--- config.mk ---
export PLATFORM = sky130hd
export DESIGN_NAME = sts_supervisor
export DESIGN_NICKNAME = d
export VERILOG_FILES = /design/src/core/sts_sync.v /design/src/core/sts_supervisor.v
export VERILOG_INCLUDE_DIRS = /design/src /design/src/core
export SDC_FILE = /design/constraint.sdc
export NUM_CORES = 1
export LEC_CHECK = 0
export CORE_MARGIN = 8
export CORE_UTILIZATION = 62
export CTS_BUF_LIST = sky130_fd_sc_hd__clkbuf_2
export CTS_CLUSTER_SIZE = 20
export DETAILED_ROUTE_END_ITERATION = 7
export DONT_BUFFER_PORTS = 1
export MAX_ROUTING_LAYER = met4
export PLACE_DENSITY = 0.78
export SKIP_CTS_REPAIR_TIMING = 1
export SLEW_MARGIN = 15
export SYNTH_ARGS = -nofsm -noshare
export SYNTH_HDL_FRONTEND = slang
export SYNTH_SLANG_ARGS = --single-unit
--- constraint.sdc ---
create_clock -name core_clk_i -period 2.95 [get_ports core_clk_i]
set_input_delay 0.59 -clock core_clk_i [delete_from_list [all_inputs] [get_ports core_clk_i]]
set_output_delay 0.59 -clock core_clk_i [all_outputs]
set_load 0.05 [all_outputs]
--- src/core/sts_defines.vh ---
// Constants for the supply and thermal supervisor
`ifndef STS_DEFINES_VH
`define STS_DEFINES_VH

// ----------------------------------------
// Register offsets
// ----------------------------------------
`define STS_REG_STATUS 4'h0
`define STS_REG_CLEAR 4'h1
`define STS_REG_CTRL 4'h2
`define STS_REG_MODE 4'h3
`define STS_REG_MODE_REQ 4'h4

// ----------------------------------------
// Status bit positions
// ----------------------------------------
`define STS_F_POR 0
`define STS_F_BATTERY_UNDERVOLTAGE_FLAG 1
`define STS_F_BATTERY_OVERVOLTAGE_FLAG 2
`define STS_F_WARN 3
`define STS_F_MAIN_UV 4
`define STS_F_MAIN_OV 5
`define STS_F_SHORT 6
`define STS_F_SEC_UV 7
`define STS_F_XCVR_UV 8
`define STS_F_TSD 9
`define STS_F_SEC_OT 10
`define STS_F_TPW 11
`define STS_F_FAILURE 12
`define STS_NFLAGS 13

// ----------------------------------------
// Control bit positions and reset values
// ----------------------------------------
`define STS_C_WAKE_WD 0
`define STS_C_HYS 1
`define STS_C_OV_RST 2
`define STS_C_SEC_ON 4
`define STS_CTRL_RST 8'h01

// ----------------------------------------
// Modes
// ----------------------------------------
`define STS_M_INIT 3'h0
`define STS_M_NORMAL 3'h1
`define STS_M_STOP 3'h2
`define STS_M_SLEEP 3'h3
`define STS_M_RESTART 3'h4
`define STS_M_FAILSAFE 3'h5

// ----------------------------------------
// Timing
// ----------------------------------------
`define STS_CLK_MHZ 200
`define STS_SC_TIME_MS 2
`define STS_SC_CYCLES (`STS_SC_TIME_MS * 1000 * `STS_CLK_MHZ)
`define STS_RD_TIME_US 10
`define STS_RD_CYCLES (`STS_RD_TIME_US * `STS_CLK_MHZ)
`define STS_SEC_BLANK_US 100
`define STS_SEC_BLANK_CYCLES (`STS_SEC_BLANK_US * `STS_CLK_MHZ)

`endif

--- src/core/sts_sync.v ---
// Two-stage synchroniser bank for monitor inputs
`default_nettype none

module sts_sync #(
  parameter W = 16
) (
  input wire core_clk_i,
  input wire srst_i,
  input wire [W-1:0] async_i,
  output reg [W-1:0] sync_o
);
  reg [W-1:0] meta;

  // ----------------------------------------
  // Double flop; first stage read only here
  // ----------------------------------------
  always @(posedge core_clk_i) begin
    if (srst_i) begin
      meta <= {W{1'b0}};
      sync_o <= {W{1'b0}};
    end else begin
      meta <= async_i;
      sync_o <= meta;
    end
  end
endmodule

`default_nettype wire

--- src/core/sts_supervisor.v ---
// Supply and thermal supervisor core
`include "sts_defines.vh"
`default_nettype none

module sts_supervisor #(
  parameter SC_CYCLES = `STS_SC_CYCLES,
  parameter BLANK_CYCLES = `STS_SEC_BLANK_CYCLES
) (
  input wire core_clk_i,
  input wire srst_i,
  // Filtered analog monitors (asynchronous)
  input wire vs_por_ok_i,
  input wire battery_undervoltage_flag_i,
  input wire battery_overvoltage_flag_i,
  input wire main_warn_i,
  input wire main_below_rst_i,
  input wire main_below_rt1_i,
  input wire main_ov_i,
  input wire sec_uv_i,
  input wire xcvr_uv_i,
  input wire sec_tsd_i,
  input wire xcvr_tsd_i,
  input wire tpw_i,
  input wire bus_wake_i,
  input wire load_above_peak_i,
  input wire charge_pump_en_i,
  input wire config_strap_state_i,
  // Register port
  input wire [3:0] reg_addr_i,
  input wire [15:0] reg_wdata_i,
  input wire reg_wr_i,
  input wire reg_rd_i,
  output reg [15:0] reg_rdata_o,
  // Outputs
  output reg reset_out_n_o,
  output reg fail_output_o,
  output reg main_reg_en_o,
  output reg sec_reg_en_o,
  output reg xcvr_tx_en_o,
  output reg [1:0] xcvr_fail_o,
  output reg wake_irq_o,
  output reg rx_low_o,
  output reg wd_long_window_start_o,
  output reg [2:0] mode_o
);
  // ----------------------------------------
  // Input synchronisation
  // ----------------------------------------
  wire [15:0] s;
  sts_sync #(.W(16)) u_sync (
    .core_clk_i(core_clk_i),
    .srst_i(srst_i),
    .async_i({config_strap_state_i, charge_pump_en_i, load_above_peak_i, bus_wake_i,
      tpw_i, xcvr_tsd_i, sec_tsd_i, xcvr_uv_i, sec_uv_i, main_ov_i, main_below_rt1_i,
      main_below_rst_i, main_warn_i, battery_overvoltage_flag_i, battery_undervoltage_flag_i, vs_por_ok_i}),
    .sync_o(s)
  );

  wire por_ok = s[0];
  wire battery_undervoltage_flag = s[1];
  wire battery_overvoltage_flag = s[2];
  wire warn = s[3];
  wire below_rst = s[4];
  wire below_rt1 = s[5];
  wire m_ov = s[6];
  wire sec_uv = s[7];
  wire x_uv = s[8];
  wire sec_tsd = s[9];
  wire x_tsd = s[10];
  wire temperature_prewarning_flag = s[11];
  wire wake = s[12];
  wire peak = s[13];
  wire pump = s[14];
  wire strap = s[15];

  // ----------------------------------------
  // State
  // ----------------------------------------
  reg [2:0] mode;
  reg [`STS_NFLAGS-1:0] flags;
  reg [7:0] ctrl;
  reg [27:0] sc_cnt;
  reg [15:0] rd_cnt;
  reg [15:0] blank_cnt;
  reg uv_pending;
  reg ov_restart;
  reg ov_pump_latch;
  reg por_seen;
  reg wake_d;
  reg sec_on_d;
  // Reset delay reload, cut to the counter width on purpose
  localparam [31:0] RD_FULL = `STS_RD_CYCLES;

  // Saturating timer helper
  function [27:0] sts_inc;
    input [27:0] v;
    begin
      sts_inc = (&v) ? v : v + 28'h0000001;
    end
  endfunction

  wire run = por_ok & por_seen;
  wire clr_wr = reg_wr_i && (reg_addr_i == `STS_REG_CLEAR);
  wire ctrl_wr = reg_wr_i && (reg_addr_i == `STS_REG_CTRL);
  wire mode_wr = reg_wr_i && (reg_addr_i == `STS_REG_MODE_REQ);
  wire in_active = (mode == `STS_M_INIT) || (mode == `STS_M_RESTART) ||
    (mode == `STS_M_NORMAL);
  wire stop_mon = (mode == `STS_M_STOP) && (peak || warn);
  wire uv_mon = in_active || stop_mon;
  wire ov_mon = in_active || stop_mon || pump;
  // Release point raised when hysteresis bit is set
  wire main_low = ctrl[`STS_C_HYS] ? below_rt1 : below_rst;
  wire sc_active = main_reg_en_o && !battery_undervoltage_flag;
  wire sec_blank = (blank_cnt != 16'h0000) || (ctrl[`STS_C_SEC_ON] != sec_on_d);

  // Condition currently present for the battery UV/OV, TSD and TPW flags (clears are refused while true)
  reg [`STS_NFLAGS-1:0] present;
  reg [`STS_NFLAGS-1:0] setv;
  always @* begin
    present = {`STS_NFLAGS{1'b0}};
    present[`STS_F_BATTERY_UNDERVOLTAGE_FLAG] = battery_undervoltage_flag;
    present[`STS_F_BATTERY_OVERVOLTAGE_FLAG] = battery_overvoltage_flag && !ov_pump_latch;
    present[`STS_F_TSD] = sec_tsd || x_tsd;
    present[`STS_F_TPW] = temperature_prewarning_flag;
    setv = {`STS_NFLAGS{1'b0}};
    setv[`STS_F_BATTERY_UNDERVOLTAGE_FLAG] = uv_mon && battery_undervoltage_flag;
    setv[`STS_F_BATTERY_OVERVOLTAGE_FLAG] = ov_mon && battery_overvoltage_flag;
    setv[`STS_F_WARN] = main_reg_en_o && warn;
    setv[`STS_F_MAIN_UV] = uv_pending && rd_cnt == 16'h0001 && !main_low;
    setv[`STS_F_MAIN_OV] = main_reg_en_o && m_ov;
    setv[`STS_F_SHORT] = sc_active && sc_cnt >= SC_CYCLES;
    setv[`STS_F_FAILURE] = setv[`STS_F_SHORT];
    setv[`STS_F_SEC_UV] = sec_reg_en_o && sec_uv && !sec_blank;
    setv[`STS_F_XCVR_UV] = x_uv;
    setv[`STS_F_TSD] = (sec_reg_en_o && sec_tsd) || x_tsd;
    setv[`STS_F_SEC_OT] = sec_reg_en_o && sec_tsd;
    setv[`STS_F_TPW] = temperature_prewarning_flag;
  end

  // ----------------------------------------
  // Flags: set wins, clear refused while present
  // ----------------------------------------
  always @(posedge core_clk_i) begin
    if (srst_i || !por_ok) begin
      flags <= {`STS_NFLAGS{1'b0}};
      por_seen <= 1'b0;
      ov_pump_latch <= 1'b0;
    end else begin
      por_seen <= 1'b1;
      // Pump switched off while overvoltage set: hold until software clears
      if (flags[`STS_F_BATTERY_OVERVOLTAGE_FLAG] && !pump && !in_active)
        ov_pump_latch <= 1'b1;
      else if (clr_wr && reg_wdata_i[`STS_F_BATTERY_OVERVOLTAGE_FLAG])
        ov_pump_latch <= 1'b0;
      flags <= (flags & ~(clr_wr ? (reg_wdata_i[`STS_NFLAGS-1:0] & ~present)
        : {`STS_NFLAGS{1'b0}})) | setv;
      if (!por_seen)
        flags[`STS_F_POR] <= 1'b1;
    end
  end

  // ----------------------------------------
  // Control register
  // ----------------------------------------
  always @(posedge core_clk_i) begin
    if (srst_i || !por_ok) begin
      ctrl <= `STS_CTRL_RST;
    end else begin
      if (ctrl_wr) begin
        ctrl[`STS_C_HYS] <= reg_wdata_i[`STS_C_HYS];
        ctrl[`STS_C_OV_RST] <= reg_wdata_i[`STS_C_OV_RST];
        ctrl[`STS_C_SEC_ON] <= reg_wdata_i[`STS_C_SEC_ON];
        if (mode == `STS_M_NORMAL)
          ctrl[`STS_C_WAKE_WD] <= reg_wdata_i[`STS_C_WAKE_WD];
      end
      if (main_reg_en_o && m_ov && ctrl[`STS_C_OV_RST])
        ctrl[`STS_C_OV_RST] <= 1'b0;
      if (sec_reg_en_o && sec_tsd)
        ctrl[`STS_C_SEC_ON] <= 1'b0;
    end
  end

  // ----------------------------------------
  // Timers: short filter and secondary blanking
  // ----------------------------------------
  always @(posedge core_clk_i) begin
    if (srst_i || !por_ok) begin
      sc_cnt <= 28'h0000000;
      blank_cnt <= 16'h0000;
      sec_on_d <= 1'b0;
    end else begin
      // Counts from enable or from the fall below threshold
      if (!sc_active || !main_low)
        sc_cnt <= 28'h0000000;
      else
        sc_cnt <= sts_inc(sc_cnt);
      sec_on_d <= ctrl[`STS_C_SEC_ON];
      if (ctrl[`STS_C_SEC_ON] && !sec_on_d)
        blank_cnt <= BLANK_CYCLES[15:0];
      else if (blank_cnt != 16'h0000)
        blank_cnt <= blank_cnt - 16'h0001;
    end
  end

  // ----------------------------------------
  // Mode machine and reset output
  // ----------------------------------------
  reg [2:0] next_mode;
  always @* begin
    next_mode = mode;
    case (mode)
      `STS_M_INIT, `STS_M_NORMAL, `STS_M_STOP, `STS_M_RESTART: begin
        if (mode_wr && mode != `STS_M_RESTART)
          next_mode = reg_wdata_i[2:0];
        if (mode == `STS_M_RESTART && rd_cnt == 16'h0001 && !main_low)
          next_mode = `STS_M_NORMAL;
        if (main_reg_en_o && main_low && mode != `STS_M_INIT)
          next_mode = `STS_M_RESTART;
        if (main_reg_en_o && m_ov && ctrl[`STS_C_OV_RST])
          next_mode = strap ? `STS_M_RESTART : `STS_M_FAILSAFE;
        if (setv[`STS_F_SHORT])
          next_mode = `STS_M_FAILSAFE;
      end
      `STS_M_SLEEP: begin
        if (wake)
          next_mode = `STS_M_RESTART;
      end
      `STS_M_FAILSAFE: begin
        if (wake)
          next_mode = `STS_M_RESTART;
      end
      default: next_mode = `STS_M_INIT;
    endcase
  end

  always @(posedge core_clk_i) begin
    if (srst_i || !run) begin
      mode <= `STS_M_INIT;
      rd_cnt <= RD_FULL[15:0];
      reset_out_n_o <= 1'b0;
      uv_pending <= 1'b0;
      ov_restart <= 1'b0;
      fail_output_o <= 1'b0;
      main_reg_en_o <= 1'b0;
    end else begin
      mode <= next_mode;
      main_reg_en_o <= (next_mode != `STS_M_FAILSAFE) && (next_mode != `STS_M_SLEEP);
      if (next_mode == `STS_M_RESTART && mode != `STS_M_RESTART) begin
        ov_restart <= m_ov && ctrl[`STS_C_OV_RST];
        uv_pending <= !(m_ov && ctrl[`STS_C_OV_RST]);
        rd_cnt <= RD_FULL[15:0];
        reset_out_n_o <= 1'b0;
      end else if (!reset_out_n_o) begin
        // Overvoltage restart runs the delay even if the fault persists
        if (main_low && !ov_restart)
          rd_cnt <= RD_FULL[15:0];
        else if (rd_cnt != 16'h0001)
          rd_cnt <= rd_cnt - 16'h0001;
        else begin
          reset_out_n_o <= 1'b1;
          uv_pending <= 1'b0;
          ov_restart <= 1'b0;
          if (mode == `STS_M_INIT || mode == `STS_M_RESTART)
            mode <= `STS_M_NORMAL;
        end
      end
      if (next_mode == `STS_M_FAILSAFE || next_mode == `STS_M_SLEEP)
        reset_out_n_o <= 1'b0;
      if (next_mode == `STS_M_FAILSAFE)
        fail_output_o <= 1'b1;
      else if (ov_restart || (next_mode == `STS_M_RESTART && m_ov))
        fail_output_o <= 1'b1;
      else if (mode_wr && mode == `STS_M_NORMAL)
        fail_output_o <= 1'b0;
    end
  end

  // ----------------------------------------
  // Bus wake in Stop and block outputs
  // ----------------------------------------
  always @(posedge core_clk_i) begin
    if (srst_i || !run) begin
      wake_d <= 1'b0;
      wake_irq_o <= 1'b0;
      rx_low_o <= 1'b0;
      wd_long_window_start_o <= 1'b0;
      sec_reg_en_o <= 1'b0;
      xcvr_tx_en_o <= 1'b0;
      xcvr_fail_o <= 2'h0;
      mode_o <= `STS_M_INIT;
    end else begin
      wake_d <= wake;
      // Edge of a synchronised level, so one pulse per wake
      wake_irq_o <= wake && !wake_d && mode == `STS_M_STOP;
      wd_long_window_start_o <= wake && !wake_d && mode == `STS_M_STOP &&
        ctrl[`STS_C_WAKE_WD];
      if (wake && !wake_d && mode == `STS_M_STOP)
        rx_low_o <= 1'b1;
      else if (mode != `STS_M_STOP)
        rx_low_o <= 1'b0;
      sec_reg_en_o <= ctrl[`STS_C_SEC_ON] && !sec_tsd;
      xcvr_tx_en_o <= !x_tsd;
      if (x_tsd)
        xcvr_fail_o <= 2'h1;
      else if (clr_wr && reg_wdata_i[`STS_F_TSD])
        xcvr_fail_o <= 2'h0;
      mode_o <= mode;
    end
  end

  // ----------------------------------------
  // Read port: data one cycle after strobe
  // ----------------------------------------
  always @(posedge core_clk_i) begin
    if (srst_i) begin
      reg_rdata_o <= 16'h0000;
    end else if (reg_rd_i) begin
      case (reg_addr_i)
        `STS_REG_STATUS: reg_rdata_o <= {{(16-`STS_NFLAGS){1'b0}}, flags};
        `STS_REG_CTRL: reg_rdata_o <= {8'h00, ctrl};
        `STS_REG_MODE: reg_rdata_o <= {13'h0000, mode};
        default: reg_rdata_o <= 16'h0000;
      endcase
    end else begin
      reg_rdata_o <= 16'h0000;
    end
  end
endmodule

`default_nettype wire

==> results of run 1 <==
-- per-layer routing --
metal,track usage,vias to the layer above,part of all wire
met2,0.3184,144,0.50
met3,0.03221,26,0.054
met5,-,-,0
li1,-,2280,-
met1,0.2278,2098,0.43
met4,0.09083,0,0.018
-- worst max-delay path, cell delays in order (launching register included) --
cell,delay (ns)
dfxtp_1,0.40
or4_4,0.56
or3_1,0.45
nor3_4,0.21
o221ai_2,0.15
nand2_2,0.11
buf_4,0.13
o311ai_2,0.07
buf_4,0.19
or3b_1,0.37
-- cells by family after synthesis --
| family | count (synthesis) | synth area share |
|---|---|---|
| xor+xnor | 44 | 0.06654 |
| other cells | 1 | 0.0006475 |
| mux | 17 | 0.03068 |
| flops | 143 | 0.4943 |
| compound gates | 79 | 0.08512 |
| fa+ha+maj | 6 | 0.01296 |
| simple gates | 318 | 0.2828 |
| buf+inv | 37 | 0.02700 |
-- power groups by stage --
stage	clock network, mW	logic [mW]	registers (mW)
3_3_place_gp	0	0.0983	2.01
6_report	1.27	0.130	1.97
2_1_floorplan	0	0.0968	2.01
3_5_place_dp	0	0.100	2.01
5_1_grt	1.38	0.142	1.98
4_1_cts	1.29	0.102	1.97
-- placed cells by master (no fill, tap or decap), types with 6 or more instances in the layout --
cell	n
dfxtp_1	143
nor2_1	105
nand2_1	46
nor2b_1	34
a21oi_1	31
xnor2_1	24
nor3_1	22
xor2_1	20
dlygate4sd3_1	20
nand4_1	17
clkbuf_2	17
o21ai_0	15
and2_1	15
nand3_1	13
buf_4	13
inv_1	12
and3_1	11
mux2i_1	11
nor4_1	10
or3_1	8
a31oi_1	7
nand2b_1	6
mux2_2	6
nor3b_1	6
ha_1	6
-- state kept, by name (all words and copies together) (netlist names), 3 cells and up --
| signal | count |
|---|---|
| sc_cnt | 28 |
| blank_cnt | 16 |
| rd_cnt | 16 |
| u_sync.meta | 16 |
| u_sync.sync_o | 16 |
| flags | 13 |
| reg_rdata_o | 13 |
| ctrl | 4 |
| mode | 3 |
| mode_o | 3 |
-- final timing paths --
kind	from	endpoint	slack, ns
worst max register to register	rd_cnt[2]$_SDFFE_PP0P_	rd_cnt[6]$_SDFFE_PP1P_	0.23
worst min register to register	u_sync.meta[2]$_SDFF_PP0_	u_sync.sync_o[2]$_SDFF_PP0_	0.44
worst max-delay path	rd_cnt[2]$_SDFFE_PP0P_	rd_cnt[6]$_SDFFE_PP1P_	0.23
worst min-delay path	reg_addr_i[0]	reg_rdata_o[2]$_SDFF_PP0_	0.06
-- layout make-up --
cell class                 instances  area, sq um  area share
clock buffer                      17        85.08     0.01327
clock inverter                    15        196.4     0.03063
inverter                          13        48.80    0.007608
multi-input combinational        468         2784      0.4341
sequential                       143         2863      0.4464
tap                              111        138.9     0.02165
timing repair buffer              33        297.8     0.04643
-- per-stage QoR --
step	cells	power, mW
after floorplan	648	2.102
after global placement	748	2.107
after detailed placement	748	2.109
after CTS	780	3.367
after global routing	800	3.499
final	800	3.376
==> metrics.txt, run 1 <==
drt pass-1 iters 5; top cells by area, synth dfxtp_1 49%, nor2_1 6.8%, nor2b_1 3.7%, xnor2_1 3.6%, xor2_1 3.0%; commonest cells in the netlist 143 x dfxtp_1, 105 x nor2_1, 46 x nand2_1, 34 x nor2b_1, 31 x a21oi_1; Sw Pwr 0.8507 mW; final setup fails 0; crit path capture type register; final hold slack 0.06045 ns; FF+latch count, synth 143; count leader, synth dfxtp_1; crit-path max FO 14; die area 12690 sq um; DR DRC count 0; vias per cell 5.685; async set-reset flop share out of synthesis 0; Synth area leader dfxtp_1; global-route wire length before repair 19550 um; Yosys cell types 60; Fill cells 690; RSZ-0062 raised after global routing no; status finished, final reports clean; final period utilization 0.9216; CTS sink count 143; Final Skew 0.03868 ns; Worst EP arrival 3.32 ns; Avg WL per Cell 15.04 um; Final Max Slew Viols 0; Post-Syn Instances 645; Synth Flop Type dfxtp_1; CP Launch Type register; relative slew slack 0.3302; nets@finish 722; min setup slack post-route 0.2314 ns; die height 112.7 um; row count 35; CTS max path bufs 2; die extent in x 112.7 um; share of the yosys chip area belonging to registers 0.4943; # Max-Cap Violations 0; Setup WS pre-CTS 0.1451 ns; CTS H-tree depth 4; Net Sw Frac 0.2520; total wire length 12040 um; CTS Buf Count 17; IR drop worst, VDD 0.4271 mV; CTS tree yes; Fmax achieved 367.8 MHz; largest net degree at the start of global routing 35; diode count 0; power per cell area 526.4 nW/um^2; Pleak 2.268 nW; Clock Root Buffer clkbuf_2; grt ovf 0; Hold Path Class in2reg; syn_area_per_cell 8.980 sq um; total track usage 0.1939; Top Ports 69; Final Cell Area 6414 sq um; Final Critical Period 2.719 ns; vias 4548; DRT iter0 DRCs 296; clock power share 0.378; Area Growth Syn to Fin 10.74%; post-synthesis instance area 5792 sq um; sequential power share 0.584; ANT nets after route 0; required time worst endpoint 3.55 ns; initial antenna violation count 0; Hold Violations, Final 0; Yosys warning count 0; Internal 2.525 mW; Worst-Skew Late Latency 0.69 ns; Starting Density 0.6328; layout cells sized above 1 0.08853; top cell type's share of synthesized area 0.4943; DP Wirelength 8222 um; setup TNS 0 ns; vias in the first global route 4220; EDFF count, synth 0; clock slew at reported path FFs 0.21 ns; core area 9153 sq um; Worst Setup Path Type reg2reg; GP Congestion 0.9172; Logic pwr share 0.038; Hold Path Depth 2; Core Util, Final 0.7008; worst r2r path cells 9; port bufs 0; Least-Margin Pin Slew 1.001 ns; Post-DP Area 5932 sq um
(Power assumes the default switching activity.)
==> run 2: changes to the inputs <==
--- a/config.mk
+++ b/config.mk
@@ -7,7 +7,7 @@
 export NUM_CORES = 1
 export LEC_CHECK = 0
 export CORE_MARGIN = 8
-export CORE_UTILIZATION = 62
+export CORE_UTILIZATION = 59
 export CTS_BUF_LIST = sky130_fd_sc_hd__clkbuf_2
 export CTS_CLUSTER_SIZE = 20
 export DETAILED_ROUTE_END_ITERATION = 7
==> constraint.sdc (replaced) <==
create_clock -name core_clk_i -period 2.4 [get_ports core_clk_i]
set_input_delay 0.48 -clock core_clk_i [delete_from_list [all_inputs] [get_ports core_clk_i]]
set_output_delay 0.48 -clock core_clk_i [all_outputs]
set_load 0.05 [all_outputs]
==> run 2 against run 1 <==
  * Sequential power is 23% higher
  * Clock skew is 0.0011 ns higher
  * Routed wire length is 15% higher
  * Cell area is 7.1% higher
  * Critical path depth is 2 lower
  * Fmax is 14% higher
  * Utilization is 1.2 points higher
  * Global-route usage is 0.26 points higher
  * Combinational power is 54% higher
  * Register-to-register slack worse by 0.22 ns
  * Power is 20% higher
==> metrics.txt, run 2 (synthesis results as in run 1) <==
DP Wirelength 9030 um (+9.8%); initial antenna violation count 0 (unchanged); CP Cell Sequence nor4_1 -> a31oi_1 -> a21o_1 -> a311oi_2 -> a21oi_2 -> or3_1 -> mux2_2; max incr delay on CP 0.42 ns (-0.14 ns); DR DRC count 0 (unchanged); Hold Violations, Final 0 (unchanged); required time worst endpoint 3.01 ns (-0.54 ns); row count 36 (+2.9%); port bufs 0 (unchanged); final cell count without fillers 863 (+7.9%); CTS sink count 143 (unchanged); Crit. Startpoint sc_cnt[26]$_SDFFE_PP0N_; Avg WL per Cell 15.97 um (+6.2%); diode count 0 (unchanged); CTS Buf Count 17 (unchanged); die extent in x 115.1 um (+2.2%); setup TNS 0 ns (unchanged); DRT iter0 DRCs 391 (+32%); most common cell after layout, fill and taps aside dfxtp_1; Final Skew 0.03978 ns (+0.001099 ns); RSZ-0062 raised after global routing yes; Hold Path Depth 3 (+1); Fmax achieved 419.0 MHz (+14%); Setup WS pre-CTS -0.1563 ns (-0.3013 ns); Final Total Pwr 4.068 mW (+20%); vias in the first global route 4354 (+3.2%); Largest register FFs 28 (unchanged); Placed Instances 792 (+5.9%); most flop-heavy register sc_cnt; Worst EP arrival 3.00 ns (-0.32 ns); GP Congestion 0.8864 (-3.4%); Hold Path Class in2reg; Worst R2R Setup Slack 0.01 ns (-0.22 ns); final hold slack 0.1290 ns (+0.06853 ns); vias per cell 5.598 (-1.5%); CTS H-tree depth 4 (unchanged); # Max-Cap Violations 0 (unchanged); total wire length 13780 um (+15%); Post-DP Area 6137 sq um (+3.5%); crit path capture type register; die height 115.1 um (+2.2%); reg-to-reg endpoint ov_restart$_SDFFE_PP0P_; ANT nets after route 0 (unchanged); most frequent cells in the layout 142 x dfxtp_1, 105 x nor2_1, 46 x nand2_1, 38 x dlygate4sd3_1, 35 x buf_4; die area 13240 sq um (+4.4%); final period utilization 0.9943 (+0.07279); Starting Density 0.6009 (-0.03195); Top Ports 69 (unchanged); Final Max Slew Viols 0 (unchanged); power per cell area 592.3 nW/um^2 (+13%); Area Growth Syn to Fin 18.58%; CTS tree yes; vias 4831 (+6.2%); Clock Root Buffer clkbuf_2; crit-path max FO 5 (-9); clock slew at reported path FFs 0.24 ns (+0.03 ns); min setup slack post-route 0.01358 ns (-0.2178 ns); HP Start reg_addr_i[2]; Pleak 2.482 nW (+9.4%); grt ovf 0 (unchanged); total track usage 0.1965 (+0.002568); Worst Setup Path Type reg2reg; relative slew slack 0.4242 (+0.09395); global-route wire length before repair 20110 um (+2.9%); Least-Margin Pin Slew 0.8571 ns (-0.1442 ns); largest net degree at the start of global routing 35 (unchanged); Final Cell Area 6868 sq um (+7.1%); slowest cell on the critical path or3_1; status finished, final reports clean; Worst-Skew Late Latency 0.71 ns (+0.02 ns); CP Launch Type register; CTS max path bufs 2 (unchanged); layout cells sized above 1 0.1329 (+0.04434); core area 9639 sq um (+5.3%); reg-to-reg startpoint sc_cnt[26]$_SDFFE_PP0N_; worst hold path endpoint reg_rdata_o[0]$_SDFF_PP0_; Core Util, Final 0.7125 (+0.01173); nets@finish 763 (+5.7%); IR drop worst, VDD 0.6735 mV (+58%); final setup fails 0 (unchanged); worst r2r path cells 7 (-2); drt pass-1 iters 7 (+2); Final Critical Period 2.386 ns (-0.3322 ns)
run 2: cell types whose count changed in the layout (fill, tap and decap cells not counted), moves of 3 or more:
| cell | previous run | this run |
|---|---|---|
| buf_4 | 13 | 35 |
| inv_8 | 3 | 6 |
| nor4_1 | 10 | 7 |
| dlygate4sd3_1 | 20 | 38 |
| nor4_2 | 1 | 4 |
run 2: metal layers:
layer	wire length, um	share of wire	global-route usage
met1	5725	0.42	0.2206
met2	7059	0.51	0.3305
met3	773	0.056	0.05725
met4	226	0.016	0.06130
met5	0	0	-
run 2: where the power goes:
part / internal (mW) / switching (mW)
registers: 2.41 / 0.0152
logic: 0.0998 / 0.100
clock network: 0.434 / 1.01
run 2: layout make-up:
| cell class | instances | area, sq um |
|---|---|---|
| well taps | 133 | 166.4 |
| repair buffers | 74 | 663.1 |
| multi-input cells | 468 | 2875 |
| inverters | 13 | 48.80 |
| clock inverters | 15 | 165.2 |
| flip-flops and latches | 143 | 2864 |
| fillers | 709 | 2771 |
| clock buffers | 17 | 85.08 |
run 2: worst max-delay path by stage:
stage / endpoint / slack (ns) / depth (start not counted)
3_5_place_dp: ov_restart$_SDFFE_PP0P_ / -0.16 / 8
5_1_grt: uv_pending$_SDFFE_PP0P_ / -0.15 / 7
4_1_cts: rd_cnt[8]$_SDFFE_PP1P_ / -0.07 / 9
2_1_floorplan: ov_restart$_SDFFE_PP0P_ / 0.01 / 7
6_report: ov_restart$_SDFFE_PP0P_ / 0.01 / 7
3_3_place_gp: ov_restart$_SDFFE_PP0P_ / -0.16 / 8
run 2: critical path: cells and delay by family (launching register included):
kind	cells	cell delay [ns]
compound gates	4	0.85
flops	1	0.41
mux	1	0.29
simple gates	2	0.74
==> run 3: changes to the inputs <==
--- a/config.mk
+++ b/config.mk
@@ -8,7 +8,7 @@
 export LEC_CHECK = 0
 export CORE_MARGIN = 8
 export CORE_UTILIZATION = 59
-export CTS_BUF_LIST = sky130_fd_sc_hd__clkbuf_2
+export CTS_BUF_LIST = sky130_fd_sc_hd__clkbuf_4 sky130_fd_sc_hd__clkbuf_8
 export CTS_CLUSTER_SIZE = 20
 export DETAILED_ROUTE_END_ITERATION = 7
 export DONT_BUFFER_PORTS = 1
==> run 3 against run 2 <==
  * Routed wire length shrank 8.1%
  * Die area stayed put
  * Register-to-register slack better by 0.04 ns
  * Via count down 5.7%
  * Clock power grew 32%
  * Cell area fell by 3.7%
  * Non-clock buffer count is 38 lower
  * Largest cell class unchanged
  * Setup slack gained 0.042 ns
  * Critical path depth unchanged
  * Sequential power about the same
==> metrics.txt, run 3 (synthesis results as in run 1) <==
status finished, final reports clean; Fmax achieved 426.6 MHz (+1.8%); Reg area 2863 sq um (about the same); Final Max Slew Viols 0 (unchanged); die extent in x 115.1 um (unchanged); RSZ-0062 raised after global routing yes; total wire length 12670 um (-8.1%); Worst EP arrival 2.68 ns (-0.32 ns); most frequent cells in the layout 143 x dfxtp_1, 105 x nor2_1, 46 x nand2_1, 36 x buf_4, 34 x nor2b_1; required time worst endpoint 2.74 ns (-0.27 ns); vias per cell 5.524 (-1.3%); row count 36 (unchanged); final period utilization 0.9768 (-0.01752); final setup fails 0 (unchanged); die area 13240 sq um (unchanged); Hold Violations, Final 0 (unchanged); CTS max path bufs 2 (unchanged); CTS Buf Count 17 (unchanged); Final Total Pwr 4.448 mW (+9.3%); CTS sink count 143 (unchanged); crit path capture type register; total track usage 0.2047 (+0.008215); layout cells sized above 1 0.1387 (+0.005852); Final Critical Period 2.344 ns (-0.04205 ns); Avg WL per Cell 15.36 um (-3.9%); max incr delay on CP 0.55 ns (+0.13 ns); Hold Path Class in2reg; largest net degree at the start of global routing 35 (unchanged); clock slew at reported path FFs 0.08 ns (-0.16 ns); relative slew slack 0.4749 (+0.05069); CP Launch Type register; HP Start srst_i; IR drop worst, VDD 0.6719 mV (-0.24%); grt ovf 0 (unchanged); Pleak 2.343 nW (-5.6%); vias 4557 (-5.7%); Starting Density 0.6009 (unchanged); Post-DP Area 6137 sq um (unchanged); Final Cell Area 6616 sq um (-3.7%); CTS H-tree depth 4 (unchanged); reg-to-reg endpoint ov_restart$_SDFFE_PP0P_; DP Wirelength 9030 um (unchanged); Top Ports 69 (unchanged); port bufs 0 (unchanged); Clock Root Buffer clkbuf_8; reg-to-reg startpoint rd_cnt[2]$_SDFFE_PP0P_; CTS tree yes; slowest cell on the critical path or4_4; Worst-Skew Late Latency 0.45 ns (-0.26 ns); power per cell area 672.2 nW/um^2 (+13%); CP Cell Sequence or4_4 -> or3_4 -> nor3_4 -> o221ai_2 -> nand2_2 -> or3_1 -> mux2_2; Worst Setup Path Type reg2reg; worst hold path endpoint u_sync.meta[11]$_SDFF_PP0_; # Max-Cap Violations 0 (unchanged); Area Growth Syn to Fin 14.24%; DR DRC count 0 (unchanged); DRT iter0 DRCs 285 (-27%); initial antenna violation count 0 (unchanged); most common cell after layout, fill and taps aside dfxtp_1; nets@finish 725 (-5.0%); Final Skew 0.01173 ns (-0.02805 ns); vias in the first global route 4406 (+1.2%); Worst R2R Setup Slack 0.06 ns (+0.04 ns); global-route wire length before repair 20830 um (+3.6%); Largest register FFs 28 (unchanged); Multi-input gate area 2869 sq um (-0.22%); worst r2r path cells 7 (unchanged); most flop-heavy register sc_cnt; core area 9639 sq um (unchanged); GP Congestion 0.8864 (unchanged); drt pass-1 iters 5 (-2); ANT nets after route 0 (unchanged); Fill cells 744 (+4.9%); diode count 0 (unchanged); die height 115.1 um (unchanged); Least-Margin Pin Slew 0.7817 ns (-0.07546 ns); Hold Path Depth 1 (-2); crit-path max FO 4 (-1)
## run 3: changes by cell type in the layout (fill, tap and decap cells not counted)
cell / delta
dfxtp_2: -1
clkbuf_8: +17
buf_12: -1
nor3_4: -1
dlygate4sd3_1: -38
buf_4: +1
nor3_2: +1
dfxtp_1: +1
clkbuf_2: -17
## run 3: worst max-delay path by stage
stage,from,end,slack [ns],cells past startpoint
floorplan,reg_addr_i[0],ov_restart$_SDFFE_PP0P_,0.01,7
global placement,reg_addr_i[0],ov_restart$_SDFFE_PP0P_,-0.16,8
detailed placement,reg_addr_i[0],ov_restart$_SDFFE_PP0P_,-0.16,8
CTS,rd_cnt[1]$_SDFFE_PP0P_,rd_cnt[8]$_SDFFE_PP1P_,-0.06,9
global route,rd_cnt[2]$_SDFFE_PP0P_,reset_out_n_o$_SDFF_PP0_,-0.03,9
finish,rd_cnt[2]$_SDFFE_PP0P_,ov_restart$_SDFFE_PP0P_,0.06,7
## run 3: critical path: cells and delay by family, from the launching register on
family / cells / cell delay [ns]
AND/OR/NAND/NOR: 5 / 1.42
multiplexers: 1 / 0.35
flip-flops: 1 / 0.32
AO/OA/AOI/OAI: 1 / 0.15
## run 3: routing by layer
metal	up-vias	GRT usage	share of wire
li1	2271	-	-
met1	2150	0.2295	0.43
met2	117	0.3468	0.51
met3	19	0.05410	0.051
met4	0	0.06830	0.015
met5	-	-	0
## run 3: power by group
group / total [mW] / switching (mW) / internal, mW
Combinational: 0.134 / 0.0754 / 0.0585
Sequential: 2.41 / 0.0137 / 2.40
Clock: 1.90 / 1.03 / 0.875
Total: 4.45 / 1.12 / 3.33
## run 3: metrics by stage
stage	util	hold WS [ns]	setup WS [ns]	std cells	TNS (ns)
after floorplan	-	0.4037	0.01040	648	0
after global placement	0.6367	0.4175	-0.1566	792	-1.827
after detailed placement	0.6367	0.4220	-0.1563	792	-2.362
after CTS	0.6781	0.06873	-0.06421	824	-0.1683
after global routing	0.6864	0.05311	-0.02778	825	-0.07863
final	0.6864	0.09302	0.05563	825	0
## run 3: layout make-up
| type | count | share of cell area |
|---|---|---|
| clock buffer | 17 | 0.03536 |
| clock inverter | 15 | 0.02496 |
| inverter | 13 | 0.007375 |
| multi-input combinational | 468 | 0.4336 |
| sequential | 143 | 0.4327 |
| tap | 133 | 0.02515 |
| timing repair buffer | 36 | 0.04085 |
